<file path="src/inc/sbp_consts.svh">
// Constants for the six-bit I/O port with peripheral overrides.
// Assumes inclusion by the port package and design files by bare name.
`ifndef SBP_CONSTS_SVH
`define SBP_CONSTS_SVH

// ****************************************
// Widths and positions
// ****************************************
`define SBP_PINS        6
`define SBP_DRV_PINS    5
`define SBP_REG_W       8
`define SBP_PIN_RESET   5

// ****************************************
// Reset values
// ****************************************
`define SBP_DIR_RST     5'h1F
`define SBP_LAT_RST     5'h00

`endif

</file>
<file path="src/inc/sbp_pkg.sv">
// Types shared by the six-bit I/O port files.
// Assumes sbp_consts.svh is on the include path.
`include "sbp_consts.svh"

package sbp_pkg;

	typedef logic [`SBP_DRV_PINS-1:0] sbp_drv_t;
	typedef logic [`SBP_REG_W-1:0]    sbp_byte_t;

	// Which source owns a driven pin
	typedef enum logic [2:0] {
		SBP_SRC_LATCH = 3'h1,
		SBP_SRC_LOW   = 3'h2,
		SBP_SRC_HIGH  = 3'h4
	} sbp_src_e;

endpackage

</file>
<file path="src/rtl/sbp_pin_mux.sv">
// One driven port pin: peripheral override over latch under direction control.
// Assumes all inputs synchronous to the system clock; purely combinational.
`include "sbp_consts.svh"

module sbp_pin_mux
	import sbp_pkg::*;
(
	// Port state
	input  wire logic dir_i,
	input  wire logic lat_i,
	// Primary peripheral output (highest priority)
	input  wire logic hi_en_i,
	input  wire logic hi_val_i,
	input  wire logic hi_force_out_i,
	// Secondary peripheral output
	input  wire logic lo_en_i,
	input  wire logic lo_val_i,
	input  wire logic lo_tri_i,
	// Pin drive, enable low while driving
	output logic      pin_o,
	output logic      pin_oe_n_o
);

	always_comb begin
		pin_o      = lat_i;
		pin_oe_n_o = dir_i;
		if (hi_en_i && (!dir_i || hi_force_out_i)) begin
			pin_o      = hi_val_i;
			pin_oe_n_o = 1'b0;
		end else if (lo_en_i && !dir_i) begin
			pin_o      = lo_val_i;
			pin_oe_n_o = lo_tri_i;
		end
	end

endmodule

</file>
<file path="src/rtl/sbp_master_clear_input.sv">
// Pin 5 selector: port input or external master-clear, by configuration bit.
// Assumes the pin level is synchronous to the system clock.
`include "sbp_consts.svh"

module sbp_master_clear_input
	import sbp_pkg::*;
(
	// Configuration and pin
	input  wire logic reset_pin_config_bit_i,
	input  wire logic pin5_i,
	// Results
	output logic      port_bit_o,
	output logic      master_clear_n_o
);

	assign port_bit_o       = reset_pin_config_bit_i ? 1'b0 : pin5_i;
	assign master_clear_n_o = reset_pin_config_bit_i ? pin5_i : 1'b1;

endmodule

</file>
<file path="src/rtl/sbp_port.sv">
// Six-bit port, pins 0-4 bidirectional and pin 5 input-only, with direction, latch and peripheral overrides.
// Assumes a single 25 MHz clock, active-high asynchronous reset, plain ports.
`include "sbp_consts.svh"

module sbp_port
	import sbp_pkg::*;
(
	// Clock and reset
	input  wire logic      clk_i,
	input  wire logic      rst_i,
	// Register access
	input  wire logic      port_wr_i,
	input  wire logic      latch_wr_i,
	input  wire logic      dir_wr_i,
	input  wire sbp_byte_t wdata_i,
	output sbp_byte_t      port_pin_register_o,
	output sbp_byte_t      output_latch_register_o,
	output sbp_byte_t      direction_register_o,
	// Configuration
	input  wire logic      reset_pin_config_bit_i,
	output logic           master_clear_input_n_o,
	// Pins: input level, output value, output enable (low drives)
	input  wire logic [5:0] pin_i,
	output logic [4:0]     pin_o,
	output logic [4:0]     pin_oe_n_o,
	// Unit 3 on pin 0 (compare/PWM and enhanced channel A)
	input  wire logic      capture_compare_unit_3_io_out_en_i,
	input  wire logic      capture_compare_unit_3_io_out_i,
	input  wire logic      pwm3a_en_i,
	input  wire logic      pwm3a_out_i,
	input  wire logic      pwm3a_tri_i,
	output logic           capture_compare_unit_3_io_capture_o,
	// Serial transceiver on pins 1 and 2
	input  wire logic      ser_tx_en_i,
	input  wire logic      ser_tx_i,
	input  wire logic      ser_sync_i,
	input  wire logic      ser_ck_out_i,
	input  wire logic      ser_dt_drive_i,
	input  wire logic      ser_dt_out_i,
	output logic           ser_ck_in_o,
	output logic           ser_rx_o,
	// Unit 4 and enhanced channel D on pin 3
	input  wire logic      capture_compare_unit_4_io_out_en_i,
	input  wire logic      capture_compare_unit_4_io_out_i,
	input  wire logic      pwm3d_en_i,
	input  wire logic      pwm3d_out_i,
	input  wire logic      pwm3d_tri_i,
	output logic           capture_compare_unit_4_io_capture_o,
	// Unit 5 and unit 1 enhanced PWM on pin 4
	input  wire logic      capture_compare_unit_5_io_out_en_i,
	input  wire logic      capture_compare_unit_5_io_out_i,
	input  wire logic      pwm1d_en_i,
	input  wire logic      pwm1d_out_i,
	input  wire logic      pwm1d_tri_i,
	output logic           capture_compare_unit_5_io_capture_o
);

	// ****************************************
	// Storage
	// ****************************************
	sbp_drv_t dir_reg;
	sbp_drv_t lat_reg;
	logic     pin5_bit;

	// Peripheral overrides only touch the pin drivers, never this register,
	// so software read-modify-write of direction stays safe.
	always_ff @(posedge clk_i or posedge rst_i) begin
		if (rst_i) begin
			dir_reg <= `SBP_DIR_RST;
		end else if (dir_wr_i) begin
			dir_reg <= wdata_i[`SBP_DRV_PINS-1:0];
		end
	end

	// Port and latch writes both land in the latch; latch write wins a tie
	always_ff @(posedge clk_i or posedge rst_i) begin
		if (rst_i) begin
			lat_reg <= `SBP_LAT_RST;
		end else if (latch_wr_i) begin
			lat_reg <= wdata_i[`SBP_DRV_PINS-1:0];
		end else if (port_wr_i) begin
			lat_reg <= wdata_i[`SBP_DRV_PINS-1:0];
		end
	end

	// ****************************************
	// Read-back
	// ****************************************
	assign output_latch_register_o = {3'h0, lat_reg};
	assign direction_register_o    = {3'h0, dir_reg};
	assign port_pin_register_o     = {2'h0, pin5_bit, pin_i[4:0]};

	// ****************************************
	// Pin 5
	// ****************************************
	sbp_master_clear_input u_master_clear_input (
		.reset_pin_config_bit_i (reset_pin_config_bit_i),
		.pin5_i                 (pin_i[`SBP_PIN_RESET]),
		.port_bit_o             (pin5_bit),
		.master_clear_n_o       (master_clear_input_n_o)
	);

	// ****************************************
	// Per-pin override selection
	// ****************************************
	logic [4:0] hi_en;
	logic [4:0] hi_val;
	logic [4:0] hi_force;
	logic [4:0] lo_en;
	logic [4:0] lo_val;
	logic [4:0] lo_tri;

	always_comb begin
		hi_en    = 5'h00;
		hi_val   = 5'h00;
		hi_force = 5'h00;
		lo_en    = 5'h00;
		lo_val   = 5'h00;
		lo_tri   = 5'h00;
		// Pin 0
		hi_en[0]  = capture_compare_unit_3_io_out_en_i;
		hi_val[0] = capture_compare_unit_3_io_out_i;
		lo_en[0]  = pwm3a_en_i;
		lo_val[0] = pwm3a_out_i;
		lo_tri[0] = pwm3a_tri_i;
		// Pin 1: sync clock or async transmit
		hi_en[1]  = ser_sync_i ? ser_tx_en_i : 1'b0;
		hi_val[1] = ser_ck_out_i;
		lo_en[1]  = ser_sync_i ? 1'b0 : ser_tx_en_i;
		lo_val[1] = ser_tx_i;
		// Pin 2: sync data drives even with direction held at one
		hi_en[2]    = ser_sync_i && ser_dt_drive_i;
		hi_val[2]   = ser_dt_out_i;
		hi_force[2] = 1'b1;
		// Pin 3
		hi_en[3]  = capture_compare_unit_4_io_out_en_i;
		hi_val[3] = capture_compare_unit_4_io_out_i;
		lo_en[3]  = pwm3d_en_i;
		lo_val[3] = pwm3d_out_i;
		lo_tri[3] = pwm3d_tri_i;
		// Pin 4
		hi_en[4]  = capture_compare_unit_5_io_out_en_i;
		hi_val[4] = capture_compare_unit_5_io_out_i;
		lo_en[4]  = pwm1d_en_i;
		lo_val[4] = pwm1d_out_i;
		lo_tri[4] = pwm1d_tri_i;
	end

	genvar g;
	generate
		for (g = 0; g < `SBP_DRV_PINS; g = g + 1) begin : g_pin
			sbp_pin_mux u_mux (
				.dir_i          (dir_reg[g]),
				.lat_i          (lat_reg[g]),
				.hi_en_i        (hi_en[g]),
				.hi_val_i       (hi_val[g]),
				.hi_force_out_i (hi_force[g]),
				.lo_en_i        (lo_en[g]),
				.lo_val_i       (lo_val[g]),
				.lo_tri_i       (lo_tri[g]),
				.pin_o          (pin_o[g]),
				.pin_oe_n_o     (pin_oe_n_o[g])
			);
		end
	endgenerate

	// ****************************************
	// Peripheral inputs
	// ****************************************
	// Gated by direction so only pin 2, when sync data forces it out, loops a driven level back as input data
	assign capture_compare_unit_3_io_capture_o = dir_reg[0] & pin_i[0];
	assign ser_ck_in_o    = dir_reg[1] & pin_i[1];
	assign ser_rx_o       = dir_reg[2] ? pin_i[2] : 1'b1;
	assign capture_compare_unit_4_io_capture_o = dir_reg[3] & pin_i[3];
	assign capture_compare_unit_5_io_capture_o = dir_reg[4] & pin_i[4];

	// ****************************************
	// Checks
	// ****************************************
	property p_dir_input_tristate;
		@(posedge clk_i) disable iff (rst_i)
		(dir_reg[3] && !capture_compare_unit_4_io_out_en_i) |-> pin_oe_n_o[3];
	endproperty
	a_dir_input_tristate: assert property (p_dir_input_tristate)
		else $error("input pin 3 is being driven");

	property p_latch_drives;
		@(posedge clk_i) disable iff (rst_i)
		(!dir_reg[4] && !capture_compare_unit_5_io_out_en_i && !pwm1d_en_i) |->
			(!pin_oe_n_o[4] && pin_o[4] == lat_reg[4]);
	endproperty
	a_latch_drives: assert property (p_latch_drives)
		else $error("pin 4 does not drive latch");

	property p_latch_write;
		@(posedge clk_i) disable iff (rst_i)
		latch_wr_i |=> output_latch_register_o[4:0] == $past(wdata_i[4:0]);
	endproperty
	a_latch_write: assert property (p_latch_write)
		else $error("latch write not stored");

	property p_dir_stable;
		@(posedge clk_i) disable iff (rst_i)
		!dir_wr_i |=> $stable(direction_register_o);
	endproperty
	a_dir_stable: assert property (p_dir_stable)
		else $error("direction changed without a write");

	property p_pin5_gate;
		@(posedge clk_i) disable iff (rst_i)
		reset_pin_config_bit_i |-> !port_pin_register_o[5];
	endproperty
	a_pin5_gate: assert property (p_pin5_gate)
		else $error("port bit 5 visible in master-clear mode");

	property p_capture_compare_unit_4_io_priority;
		@(posedge clk_i) disable iff (rst_i)
		(capture_compare_unit_4_io_out_en_i && !dir_reg[3]) |-> (pin_o[3] == capture_compare_unit_4_io_out_i && !pin_oe_n_o[3]);
	endproperty
	a_capture_compare_unit_4_io_priority: assert property (p_capture_compare_unit_4_io_priority)
		else $error("unit 4 output lost priority");

	property p_pwm1d_tri;
		@(posedge clk_i) disable iff (rst_i)
		(pwm1d_en_i && pwm1d_tri_i && !capture_compare_unit_5_io_out_en_i) |-> pin_oe_n_o[4];
	endproperty
	a_pwm1d_tri: assert property (p_pwm1d_tri)
		else $error("pin 4 not tri-stated at shutdown");

	property p_port_write;
		@(posedge clk_i) disable iff (rst_i)
		(port_wr_i && !latch_wr_i) |=> lat_reg == $past(wdata_i[4:0]);
	endproperty
	a_port_write: assert property (p_port_write)
		else $error("port write missed latch");

	property p_reserved_zero;
		@(posedge clk_i) disable iff (rst_i)
		port_pin_register_o[7:6] == 2'h0 && direction_register_o[7:5] == 3'h0;
	endproperty
	a_reserved_zero: assert property (p_reserved_zero)
		else $error("unimplemented bits not zero");

	property p_pin0_capture_compare_unit_3_io;
		@(posedge clk_i) disable iff (rst_i)
		(capture_compare_unit_3_io_out_en_i && !dir_reg[0]) |-> (pin_o[0] == capture_compare_unit_3_io_out_i && !pin_oe_n_o[0]);
	endproperty
	a_pin0_capture_compare_unit_3_io: assert property (p_pin0_capture_compare_unit_3_io)
		else $error("unit 3 output lost pin 0");

	property p_pin0_pwm3a;
		@(posedge clk_i) disable iff (rst_i)
		(pwm3a_en_i && !capture_compare_unit_3_io_out_en_i && !dir_reg[0]) |-> pin_oe_n_o[0] == pwm3a_tri_i;
	endproperty
	a_pin0_pwm3a: assert property (p_pin0_pwm3a)
		else $error("pin 0 shutdown tri-state wrong");

	// Pin 0 with no peripheral must fall back to the latch
	property p_pin0_latch;
		@(posedge clk_i) disable iff (rst_i)
		(!dir_reg[0] && !capture_compare_unit_3_io_out_en_i && !pwm3a_en_i) |->
			(!pin_oe_n_o[0] && pin_o[0] == lat_reg[0]);
	endproperty
	a_pin0_latch: assert property (p_pin0_latch)
		else $error("pin 0 does not fall back to latch");

	property p_pin1_tx;
		@(posedge clk_i) disable iff (rst_i)
		(ser_tx_en_i && !ser_sync_i && !dir_reg[1]) |->
			(pin_o[1] == ser_tx_i && !pin_oe_n_o[1]);
	endproperty
	a_pin1_tx: assert property (p_pin1_tx)
		else $error("transmit data not on pin 1");

	property p_pin1_clock;
		@(posedge clk_i) disable iff (rst_i)
		(ser_tx_en_i && ser_sync_i && !dir_reg[1]) |->
			(pin_o[1] == ser_ck_out_i && !pin_oe_n_o[1]);
	endproperty
	a_pin1_clock: assert property (p_pin1_clock)
		else $error("sync clock not on pin 1");

	// Sync data must drive although software keeps the direction bit at one
	property p_pin2_sync_drive;
		@(posedge clk_i) disable iff (rst_i)
		(ser_sync_i && ser_dt_drive_i) |-> (pin_o[2] == ser_dt_out_i && !pin_oe_n_o[2]);
	endproperty
	a_pin2_sync_drive: assert property (p_pin2_sync_drive)
		else $error("sync data not on pin 2");

	property p_pin3_pwm3d;
		@(posedge clk_i) disable iff (rst_i)
		(pwm3d_en_i && !capture_compare_unit_4_io_out_en_i && !dir_reg[3]) |-> pin_oe_n_o[3] == pwm3d_tri_i;
	endproperty
	a_pin3_pwm3d: assert property (p_pin3_pwm3d)
		else $error("pin 3 shutdown tri-state wrong");

	property p_pin4_capture_compare_unit_5_io;
		@(posedge clk_i) disable iff (rst_i)
		(capture_compare_unit_5_io_out_en_i && !dir_reg[4]) |-> (pin_o[4] == capture_compare_unit_5_io_out_i && !pin_oe_n_o[4]);
	endproperty
	a_pin4_capture_compare_unit_5_io: assert property (p_pin4_capture_compare_unit_5_io)
		else $error("unit 5 output lost priority");

	property p_pin5_port;
		@(posedge clk_i) disable iff (rst_i)
		!reset_pin_config_bit_i |->
			(port_pin_register_o[5] == pin_i[5] && master_clear_input_n_o);
	endproperty
	a_pin5_port: assert property (p_pin5_port)
		else $error("pin 5 not a plain input");

	property p_master_clear_input_follow;
		@(posedge clk_i) disable iff (rst_i)
		reset_pin_config_bit_i |-> master_clear_input_n_o == pin_i[5];
	endproperty
	a_master_clear_input_follow: assert property (p_master_clear_input_follow)
		else $error("master clear does not follow pin 5");

	// Checked one edge into reset, so the asynchronous clear has landed
	property p_reset_values;
		@(posedge clk_i)
		(rst_i ##1 rst_i) |-> (direction_register_o[4:0] == `SBP_DIR_RST &&
			output_latch_register_o[4:0] == `SBP_LAT_RST);
	endproperty
	a_reset_values: assert property (p_reset_values)
		else $error("reset did not make all pins inputs");

endmodule

</file>
<file path="config.mk">
export PLATFORM = sky130hd
export DESIGN_NAME = sbp_port
export DESIGN_NICKNAME = d
export VERILOG_FILES = /design/src/inc/sbp_pkg.sv /design/src/rtl/sbp_pin_mux.sv /design/src/rtl/sbp_master_clear_input.sv /design/src/rtl/sbp_port.sv
export VERILOG_INCLUDE_DIRS = /design/src /design/src/inc
export SDC_FILE = /design/constraint.sdc
export NUM_CORES = 1
export LEC_CHECK = 0
export ABC_AREA = 1
export BUFFER_PORTS_ARGS = -buffer_cell sky130_fd_sc_hd__buf_2
export CORE_UTILIZATION = 37
export DETAILED_ROUTE_END_ITERATION = 10
export PLACE_DENSITY_LB_ADDON = 0.2
export SLEW_MARGIN = 15
export SYNTH_ARGS = -nofsm -noshare
export SYNTH_HDL_FRONTEND = slang
export SYNTH_SLANG_ARGS = --single-unit
export TNS_END_PERCENT = 100
</file>
<file path="constraint.sdc">
create_clock -name clk_i -period 1.13 [get_ports clk_i]
set_input_delay 0.113 -clock clk_i [delete_from_list [all_inputs] [get_ports clk_i]]
set_output_delay 0.113 -clock clk_i [all_outputs]
set_load 0.005 [all_outputs]
</file>
==> results by group, run 1 <==
Power
  – Peak VDD IR: 0.669 mV
  – Power density relative to cell area: 944 nW/um2
  – Static Leak: 0.751 nW
  – Clock group share of total power: 26.8%
  – Cell-internal power: 0.000838 W
  – Sequential Power Share: 36.7%
  – Overall power of the completed layout: 0.00117 W
  – Relative contribution of combinational cells to total power: 36.6%
  – Switching power share of the total: 28.4%
  – Switching power total: 0.000332 W

Layout
  – Antenna fix cells: 0
  – Area growth from synthesis to layout: 37.6%
  – Final nets: 226
  – Highest-count cells in the layout ignoring fill and taps: sky130_fd_sc_hd__buf_2 (62), sky130_fd_sc_hd__nand2_1 (29), sky130_fd_sc_hd__inv_1 (12), sky130_fd_sc_hd__nand3_1 (10), sky130_fd_sc_hd__buf_6 (10)
  – Most common cell after layout, fill and taps aside: sky130_fd_sc_hd__buf_2
  – Flip-flop and latch area: 256 um2
  – Final cell count without fillers: 212
  – Total of fill cells in the finished design: 241
  – Fraction of layout instances using a drive strength above 1: 54.9%
  – Multi-input gate area in the final layout: 357 um2

Clock tree
  – TritonCTS buffer count: 3
  – Number of sinks handled by clock tree synthesis: 10
  – Worst-case clock buffer depth: 2
  – Clock edge transition at the registers on the reported setup and hold paths: 0.07 ns
  – Clock insertion delay at the later pin of the skew report: 0.26 ns
  – Clock tree from TritonCTS: done
  – H-Tree Depth: 1
  – Root Buffer Master: sky130_fd_sc_hd__clkbuf_4

Floorplan
  – Die height: 51.3 um
  – Initial standard-cell utilization of the core: 40.0%
  – # rows: 17
  – Die W: 51.3 um
  – Count of pins on the block boundary: 81
  – Die outline area: 2640 um2
  – Area inside the core boundary: 2250 um2

Drt
  – Routed wire per std cell: 8.50 um
  – Number of search-and-repair iterations in the first detailed-routing pass: 4
  – Number of vias after detailed routing: 901
  – Initial DRC Count: 5
  – DR DRC count: 0
  – Post-route antenna net violation count: 0
  – Drt via density: 4.25
  – Total wire length: 1.80 mm

Timing
  – Final hold violation count: 0
  – Max Fclk: 774 MHz
  – Final number of max-transition violations: 0
  – Tmin final: 1.29 ns
  – Final setup skew: 0 ns
  – Least setup slack across all paths after layout: -0.162 ns
  – Period Utilization, post-route: 114%
  – Unrepaired setup endpoints after global routing: true
  – Number of failing setup endpoints in the final timing report: 15

Global routing
  – Global-route wire length before repair: 2.84 mm
  – Number of global-route vias before repair: 752
  – Total GRT Usage: 14.5%
  – Maximum number of pins on one net before global-route repair: 11
  – Initial antenna violation count: 0
  – Remaining global-route overflow: 0

Synth
  – Number of distinct library cells after synthesis: 16
  – Register bit total from synthesis: 10
  – Area share of the leading cell type in the synthesized netlist: 28.3%
  – Avg Synthesized Cell Area: 6.88 um2
  – Fraction of the yosys area taken by sequential cells: 28.5%
  – Yosys top cell by area: sky130_fd_sc_hd__buf_4
  – Cell types occupying the most area after synthesis: sky130_fd_sc_hd__buf_4 (28%), sky130_fd_sc_hd__dfstp_2 (15%), sky130_fd_sc_hd__dfrtp_1 (14%), sky130_fd_sc_hd__nand2_1 (14%), sky130_fd_sc_hd__inv_1 (7.5%)
  – Gate count of the mapped netlist: 131
  – Count of synthesis-stage warnings from yosys: 0
  – Cell area after synthesis: 901 um2

Critical path
  – Type of element capturing the critical path: output pin
  – Category of the critical setup timing path: register to output pin
  – Required time of the critical path: 1.02 ns
  – Largest driver fanout on the critical path: 6
  – Data arrival time of the worst path: 1.18 ns
  – Kind of launch point of the worst setup path: register

Place
  – Number of cells after detailed placement: 199
  – GPL Wtd Cong: 0.782
  – DPL Wire Length: 1.47 mm
  – IO buf count: 69

Run status
  – Status: finished, violations left
  – Failing checks: negative setup slack

Min path
  – Class of the tightest hold or removal check: input port to register

Flow run
  – Max-Cap Viols: 0
## critical path, cell delays in order (launching register included)
cell                      delay (ns)
sky130_fd_sc_hd__dfstp_2        0.57
sky130_fd_sc_hd__inv_4          0.05
sky130_fd_sc_hd__nand2_1        0.05
sky130_fd_sc_hd__nand2_1        0.04
sky130_fd_sc_hd__nand3_1        0.05
sky130_fd_sc_hd__nand2_1        0.04
sky130_fd_sc_hd__buf_2          0.12
## Yosys cell counts, drive strengths merged
| cell type | instances |
|---|---|
| o211ai | 1 |
| dfrtp | 5 |
| buf | 35 |
| a21oi | 4 |
| inv | 18 |
| o21ai | 10 |
| nand2 | 33 |
| nor2 | 6 |
| conb | 1 |
| dfstp | 5 |
| clkbuf | 1 |
| mux2 | 1 |
| nand3 | 10 |
| or2 | 1 |
## layout make-up
cell class                 instances  area share (%)
multi-input combinational         74            28.8
timing repair buffer              78            39.0
sequential                        10            20.7
clock buffer                       4            2.93
tap                               28            2.83
inverter                          18            5.85
## logic make-up after synthesis
group                  Yosys count  synth area share (%)
buffers and inverters           54                  37.5
AND/OR/NAND/NOR                 50                  23.3
AO/OA/AOI/OAI                   15                  8.61
flip-flops                      10                  28.5
multiplexers                     1                  1.67
other                            1                 0.416
## path summary, 6_finish.rpt
path / startpoint / to / slack [ns] / cells past startpoint
worst max-delay path: dir_reg[0]$_DFFE_PP1P_ / pin_o[0] / -0.16 / 6
worst max register to register: dir_reg[2]$_DFFE_PP1P_ / dir_reg[2]$_DFFE_PP1P_ / 0.13 / 4
max in group asynchronous: rst_i / dir_reg[0]$_DFFE_PP1P_ / 0.45 / 3
worst min register to register: lat_reg[2]$_DFFE_PP0P_ / lat_reg[2]$_DFFE_PP0P_ / 0.51 / 2
worst min-delay path: wdata_i[2] / dir_reg[2]$_DFFE_PP1P_ / 0.08 / 3
min in group asynchronous: rst_i / lat_reg[0]$_DFFE_PP0P_ / 0.38 / 3
## power groups by stage
stage,logic (W),registers [W],clock network (W)
global placement,0.000316,0.000429,0
floorplan,0.000279,0.000425,0
detailed placement,0.000324,0.000431,0
global route,0.000484,0.000434,0.000353
CTS,0.000392,0.000425,0.000327
finish,0.000428,0.000429,0.000314
## routing by layer
layer  vias up  GRT usage, %  part of all wire [%]
met3         2          4.76                   8.0
met2        44          26.8                    52
met5         -             0                     0
met1       390          15.0                    39
met4         0          5.41                   1.1
li1        465             -                     -
## metrics by stage
step / utilization (%) / setup TNS [ns] / hold slack [ns] / cell area [um2] / worst slack (ns)
4_1_cts: 52.0 / -1.28 / 0.0640 / 1170 / -0.166
3_3_place_gp: 46.0 / 0 / 0.119 / 1040 / 0.0838
5_1_grt: 55.0 / -2.39 / 0.0870 / 1240 / -0.255
6_report: 55.0 / -1.30 / 0.0756 / 1240 / -0.162
3_5_place_dp: 46.0 / 0 / 0.110 / 1040 / 0.0725
2_1_floorplan: - / 0 / -0.0504 / 927 / 0.120
## what timing repair did
action | CTS | global route
hold buffers | 1 | 0
gates resized for setup | 13 | 16
endpoints found under the hold margin | 5 | 0
endpoints found under the setup margin | 10 | 18
setup buffers | 6 | 2
pin swaps | 1 | 0
gates cloned | 0 | 0
Power figures use the tool's default switching activity.
==> run 2, diff against run 1 <==
- CORE_UTILIZATION: 37 -> 38
- SYNTH_HIERARCHICAL: default -> 1
==> run 2 against run 1 <==
  * Synthesized cell count up 20%
  * Highest routed layer unchanged
  * Critical path type unchanged
  * Setup slack got worse by 0.052 ns
  * The flow still finishes with violations (negative setup slack)
  * Utilization rose by 11 points
  * Global-route usage grew 3.5 points
==> results by group, run 2 <==
Run status
  – Status: finished, violations left
  – Failing checks: negative setup slack

Timing
  – Least setup slack across all paths after layout: -0.214 ns (-0.0517 ns)
  – Period Utilization, post-route: 119% (+4.6 points)
  – Max Fclk: 744 MHz (-3.8%)
  – Final hold violation count: 0 (unchanged)
  – Total negative setup slack: -2.45 ns (-1.15 ns)
  – Number of failing setup endpoints in the final timing report: 18 (+3)
  – Final setup skew: 0 ns (unchanged)
  – Tmin final: 1.34 ns (+0.0517 ns)
  – Unrepaired setup endpoints after global routing: true
  – Final number of max-transition violations: 0 (unchanged)

Layout
  – Fraction of layout instances using a drive strength above 1: 50.6% (-4.3 points)
  – Design Area, Final: 1500 um2 (+21%)
  – Final nets: 287 (+27%)
  – Antenna fix cells: 0 (unchanged)
  – Final cell count without fillers: 273 (+29%)
  – Highest-count cells in the layout ignoring fill and taps: sky130_fd_sc_hd__buf_2 (64), sky130_fd_sc_hd__nand2_1 (46), sky130_fd_sc_hd__inv_1 (31), sky130_fd_sc_hd__conb_1 (19), sky130_fd_sc_hd__nand2_2 (16)
  – Most common cell after layout, fill and taps aside: sky130_fd_sc_hd__buf_2
  – Area growth from synthesis to layout: 59.9%

Clock tree
  – Number of sinks handled by clock tree synthesis: 10 (unchanged)
  – Worst-case clock buffer depth: 2 (unchanged)
  – Clock tree from TritonCTS: done
  – H-Tree Depth: 1 (unchanged)
  – Clock insertion delay at the later pin of the skew report: 0.27 ns (about the same)
  – Clock edge transition at the registers on the reported setup and hold paths: 0.07 ns (about the same)
  – TritonCTS buffer count: 3 (unchanged)
  – Root Buffer Master: sky130_fd_sc_hd__clkbuf_4

Synth
  – Cell types occupying the most area after synthesis: sky130_fd_sc_hd__nand2_1 (23%), sky130_fd_sc_hd__dfstp_2 (14%), sky130_fd_sc_hd__inv_1 (14%), sky130_fd_sc_hd__dfrtp_1 (13%), sky130_fd_sc_hd__buf_4 (11%)
  – Area share of and/or/nand/nor cells after synthesis: 39.2% (+16 points)
  – Top-count cell post-synth: sky130_fd_sc_hd__nand2_1
  – Area share of the leading cell type in the synthesized netlist: 22.8% (-5.5 points)
  – Post-synthesis adder-cell area fraction: 0% (unchanged)
  – List of most frequent post-synthesis cells: sky130_fd_sc_hd__nand2_1 (57), sky130_fd_sc_hd__inv_1 (34), sky130_fd_sc_hd__buf_4 (14)
  – Number of enable-type register cells in the synthesized netlist: 0 (unchanged)
  – Largest family of logic cells by synthesized area: simple AND/OR/NAND/NOR gates
  – Parity-gate share of the synthesized area counting xor and xnor cells: 0% (unchanged)
  – Register bit total from synthesis: 10 (unchanged)
  – Gate count of the mapped netlist: 157 (+20%)
  – Cell area after synthesis: 938 um2 (+4.2%)
  – Yosys top cell by area: sky130_fd_sc_hd__nand2_1
  – Count of synthesis-stage warnings from yosys: 6 (+6)
  – Fraction of the yosys area taken by sequential cells: 27.3% (-1.1 points)
  – FFs w/ async S/R, synth: 100% (unchanged)
  – Number of distinct library cells after synthesis: 15 (-1)
  – Avg Synthesized Cell Area: 5.98 um2 (-13%)
  – Fraction of the mapped netlist area in compound gates: 5.33% (-3.3 points)
  – Predominant post-synthesis flop cell: sky130_fd_sc_hd__dfstp_2
  – Mux cell area share after synthesis: 0% (-1.7 points)

Critical path
  – Data arrival time of the worst path: 1.23 ns (+0.05 ns)
  – Kind of launch point of the worst setup path: register
  – Critical path's most frequent cell: sky130_fd_sc_hd__nand2_2
  – Reg2Reg Depth: 4 (unchanged)
  – Cell at the slowest stage of the critical path: sky130_fd_sc_hd__dfstp_2
  – Worst-case register-to-register setup slack: 0.07 ns (-0.06 ns)
  – Largest driver fanout on the critical path: 3 (-3)
  – Type of element capturing the critical path: output pin
  – Delay of the slowest critical-path stage: 0.57 ns (about the same)
  – Cell-by-cell listing of the critical path: nand2_2 > nand2_2 > nand3_2 > nand2_1 > buf_2
  – Worst flop-to-flop path endpoint: dir_reg[2]$_DFFE_PP1P_
  – Category of the critical setup timing path: register to output pin
  – Launching point of the worst reg2reg path: dir_reg[2]$_DFFE_PP1P_
  – Required time of the critical path: 1.02 ns (about the same)

Drt
  – Drt via density: 4.12 (-3.0%)
  – Number of vias after detailed routing: 1126 (+25%)
  – Routed wire per std cell: 8.17 um (-4.0%)
  – DR DRC count: 0 (unchanged)
  – Initial DRC Count: 5 (unchanged)
  – Total wire length: 2.23 mm (+24%)
  – Post-route antenna net violation count: 0 (unchanged)
  – Number of search-and-repair iterations in the first detailed-routing pass: 4 (unchanged)

Floorplan
  – Die height: 51.7 um (+0.68%)
  – Area inside the core boundary: 2280 um2 (+0.94%)
  – Die W: 51.7 um (+0.68%)
  – # rows: 17 (unchanged)
  – Die outline area: 2670 um2 (+1.4%)
  – Initial standard-cell utilization of the core: 41.2% (+1.3 points)
  – Count of pins on the block boundary: 81 (unchanged)

Place
  – DPL Wire Length: 1.61 mm (+9.5%)
  – GPL Wtd Cong: 0.722 (-7.6%)
  – IO buf count: 69 (unchanged)
  – Number of cells after detailed placement: 257 (+29%)
  – Standard cell area after detailed placement: 1280 um2 (+23%)
  – Post-place setup slack: 0.0844 ns (+0.0119 ns)

Global routing
  – Global-route wire length before repair: 3.62 mm (+27%)
  – Number of global-route vias before repair: 941 (+25%)
  – Remaining global-route overflow: 0 (unchanged)
  – Total GRT Usage: 18.0% (+3.5 points)
  – Maximum number of pins on one net before global-route repair: 11 (unchanged)
  – Initial antenna violation count: 0 (unchanged)

Power
  – Static Leak: 0.975 nW (+30%)
  – Power density relative to cell area: 848 nW/um2 (-10%)
  – Peak VDD IR: 0.651 mV (-2.7%)

Min path
  – Hold depth: 3 (unchanged)
  – Startpoint of the worst hold path: wdata_i[1]
  – Hold EP: dir_reg[1]$_DFFE_PP1P_
  – Class of the tightest hold or removal check: input port to register

Flow run
  – Max-Cap Viols: 0 (unchanged)
run 2: cell count changes after synthesis, sizes merged:
cell / previous run / this run
nor2: 6 / 3
clkbuf: 1 / 0
mux2: 1 / 0
nand2: 33 / 62
o211ai: 1 / 0
conb: 1 / 2
inv: 18 / 39
buf: 35 / 15
nand3: 10 / 15
a21oi: 4 / 0
run 2: area by class of cell:
cell class	count	area, um2
Timing Repair Buffer	82	495
Clock buffer	4	36.3
Sequential cell	10	256
Multi-Input combinational cell	110	528
Fill cell	212	776
Tap cell	28	35.0
Inverter	39	149
run 2: through the flow:
| stage | hold WS [ns] | utilization [%] | power, W |
|---|---|---|---|
| 3_3_place_gp | 0.0981 | 56.2 | 0.000828 |
| 3_5_place_dp | 0.0976 | 56.2 | 0.000832 |
| 5_1_grt | 0.0802 | 65.9 | 0.00137 |
| 6_report | 0.0637 | 65.9 | 0.00127 |
| 2_1_floorplan | -0.0504 | - | 0.000672 |
| 4_1_cts | 0.0662 | 63.9 | 0.00124 |
run 2: how the worst max path moves through the flow:
stage	to	start	slack [ns]
floorplan	ser_rx_o	dir_reg[2]$_DFFE_PP1P_	0.16
global route	pin_o[3]	dir_reg[3]$_DFFE_PP1P_	-0.28
finish	pin_o[4]	dir_reg[4]$_DFFE_PP1P_	-0.21
detailed placement	pin_o[0]	dir_reg[0]$_DFFE_PP1P_	0.08
CTS	pin_o[0]	dir_reg[0]$_DFFE_PP1P_	-0.20
global placement	ser_rx_o	dir_reg[2]$_DFFE_PP1P_	0.08
run 2: worst max-delay path: cells and delay by family, from the launching register on:
| kind | cells | cell delay (ns) |
|---|---|---|
| buf+inv | 1 | 0.10 |
| flops | 1 | 0.57 |
| simple gates | 4 | 0.30 |
run 2: where the power goes:
group	internal (W)	switching, W
clock network	0.000196	0.000136
registers	0.000402	0.0000335
logic	0.000266	0.000239
total	0.000864	0.000409
run 2: cell families (layout without fill, tap and decap cells):
family                 after synthesis  count (layout)
and+or+nand+nor                     81              81
buffers and inverters               54             125
AOI/OAI and AO/OA                   10              10
DFF                                 10              10
other                                2              19
run 2: what timing repair did:
action,4_1_cts,5_1_grt
hold endpoints to repair,5,0
hold buffers,1,0
gates resized for setup,14,15
pin swaps,4,17
buffers inserted,11,2
setup endpoints to repair,15,20
run 2: layer usage:
| metal | routed length, um | GRT usage (%) | up-vias | part of all wire [%] |
|---|---|---|---|---|
| met5 | 0 | 0 | - | 0 |
| met4 | 12 | 4.05 | 0 | 0.54 |
| met3 | 171 | 4.97 | 4 | 7.7 |
| met2 | 1200 | 34.2 | 47 | 54 |
| met1 | 848 | 19.6 | 476 | 38 |
| li1 | - | - | 599 | - |
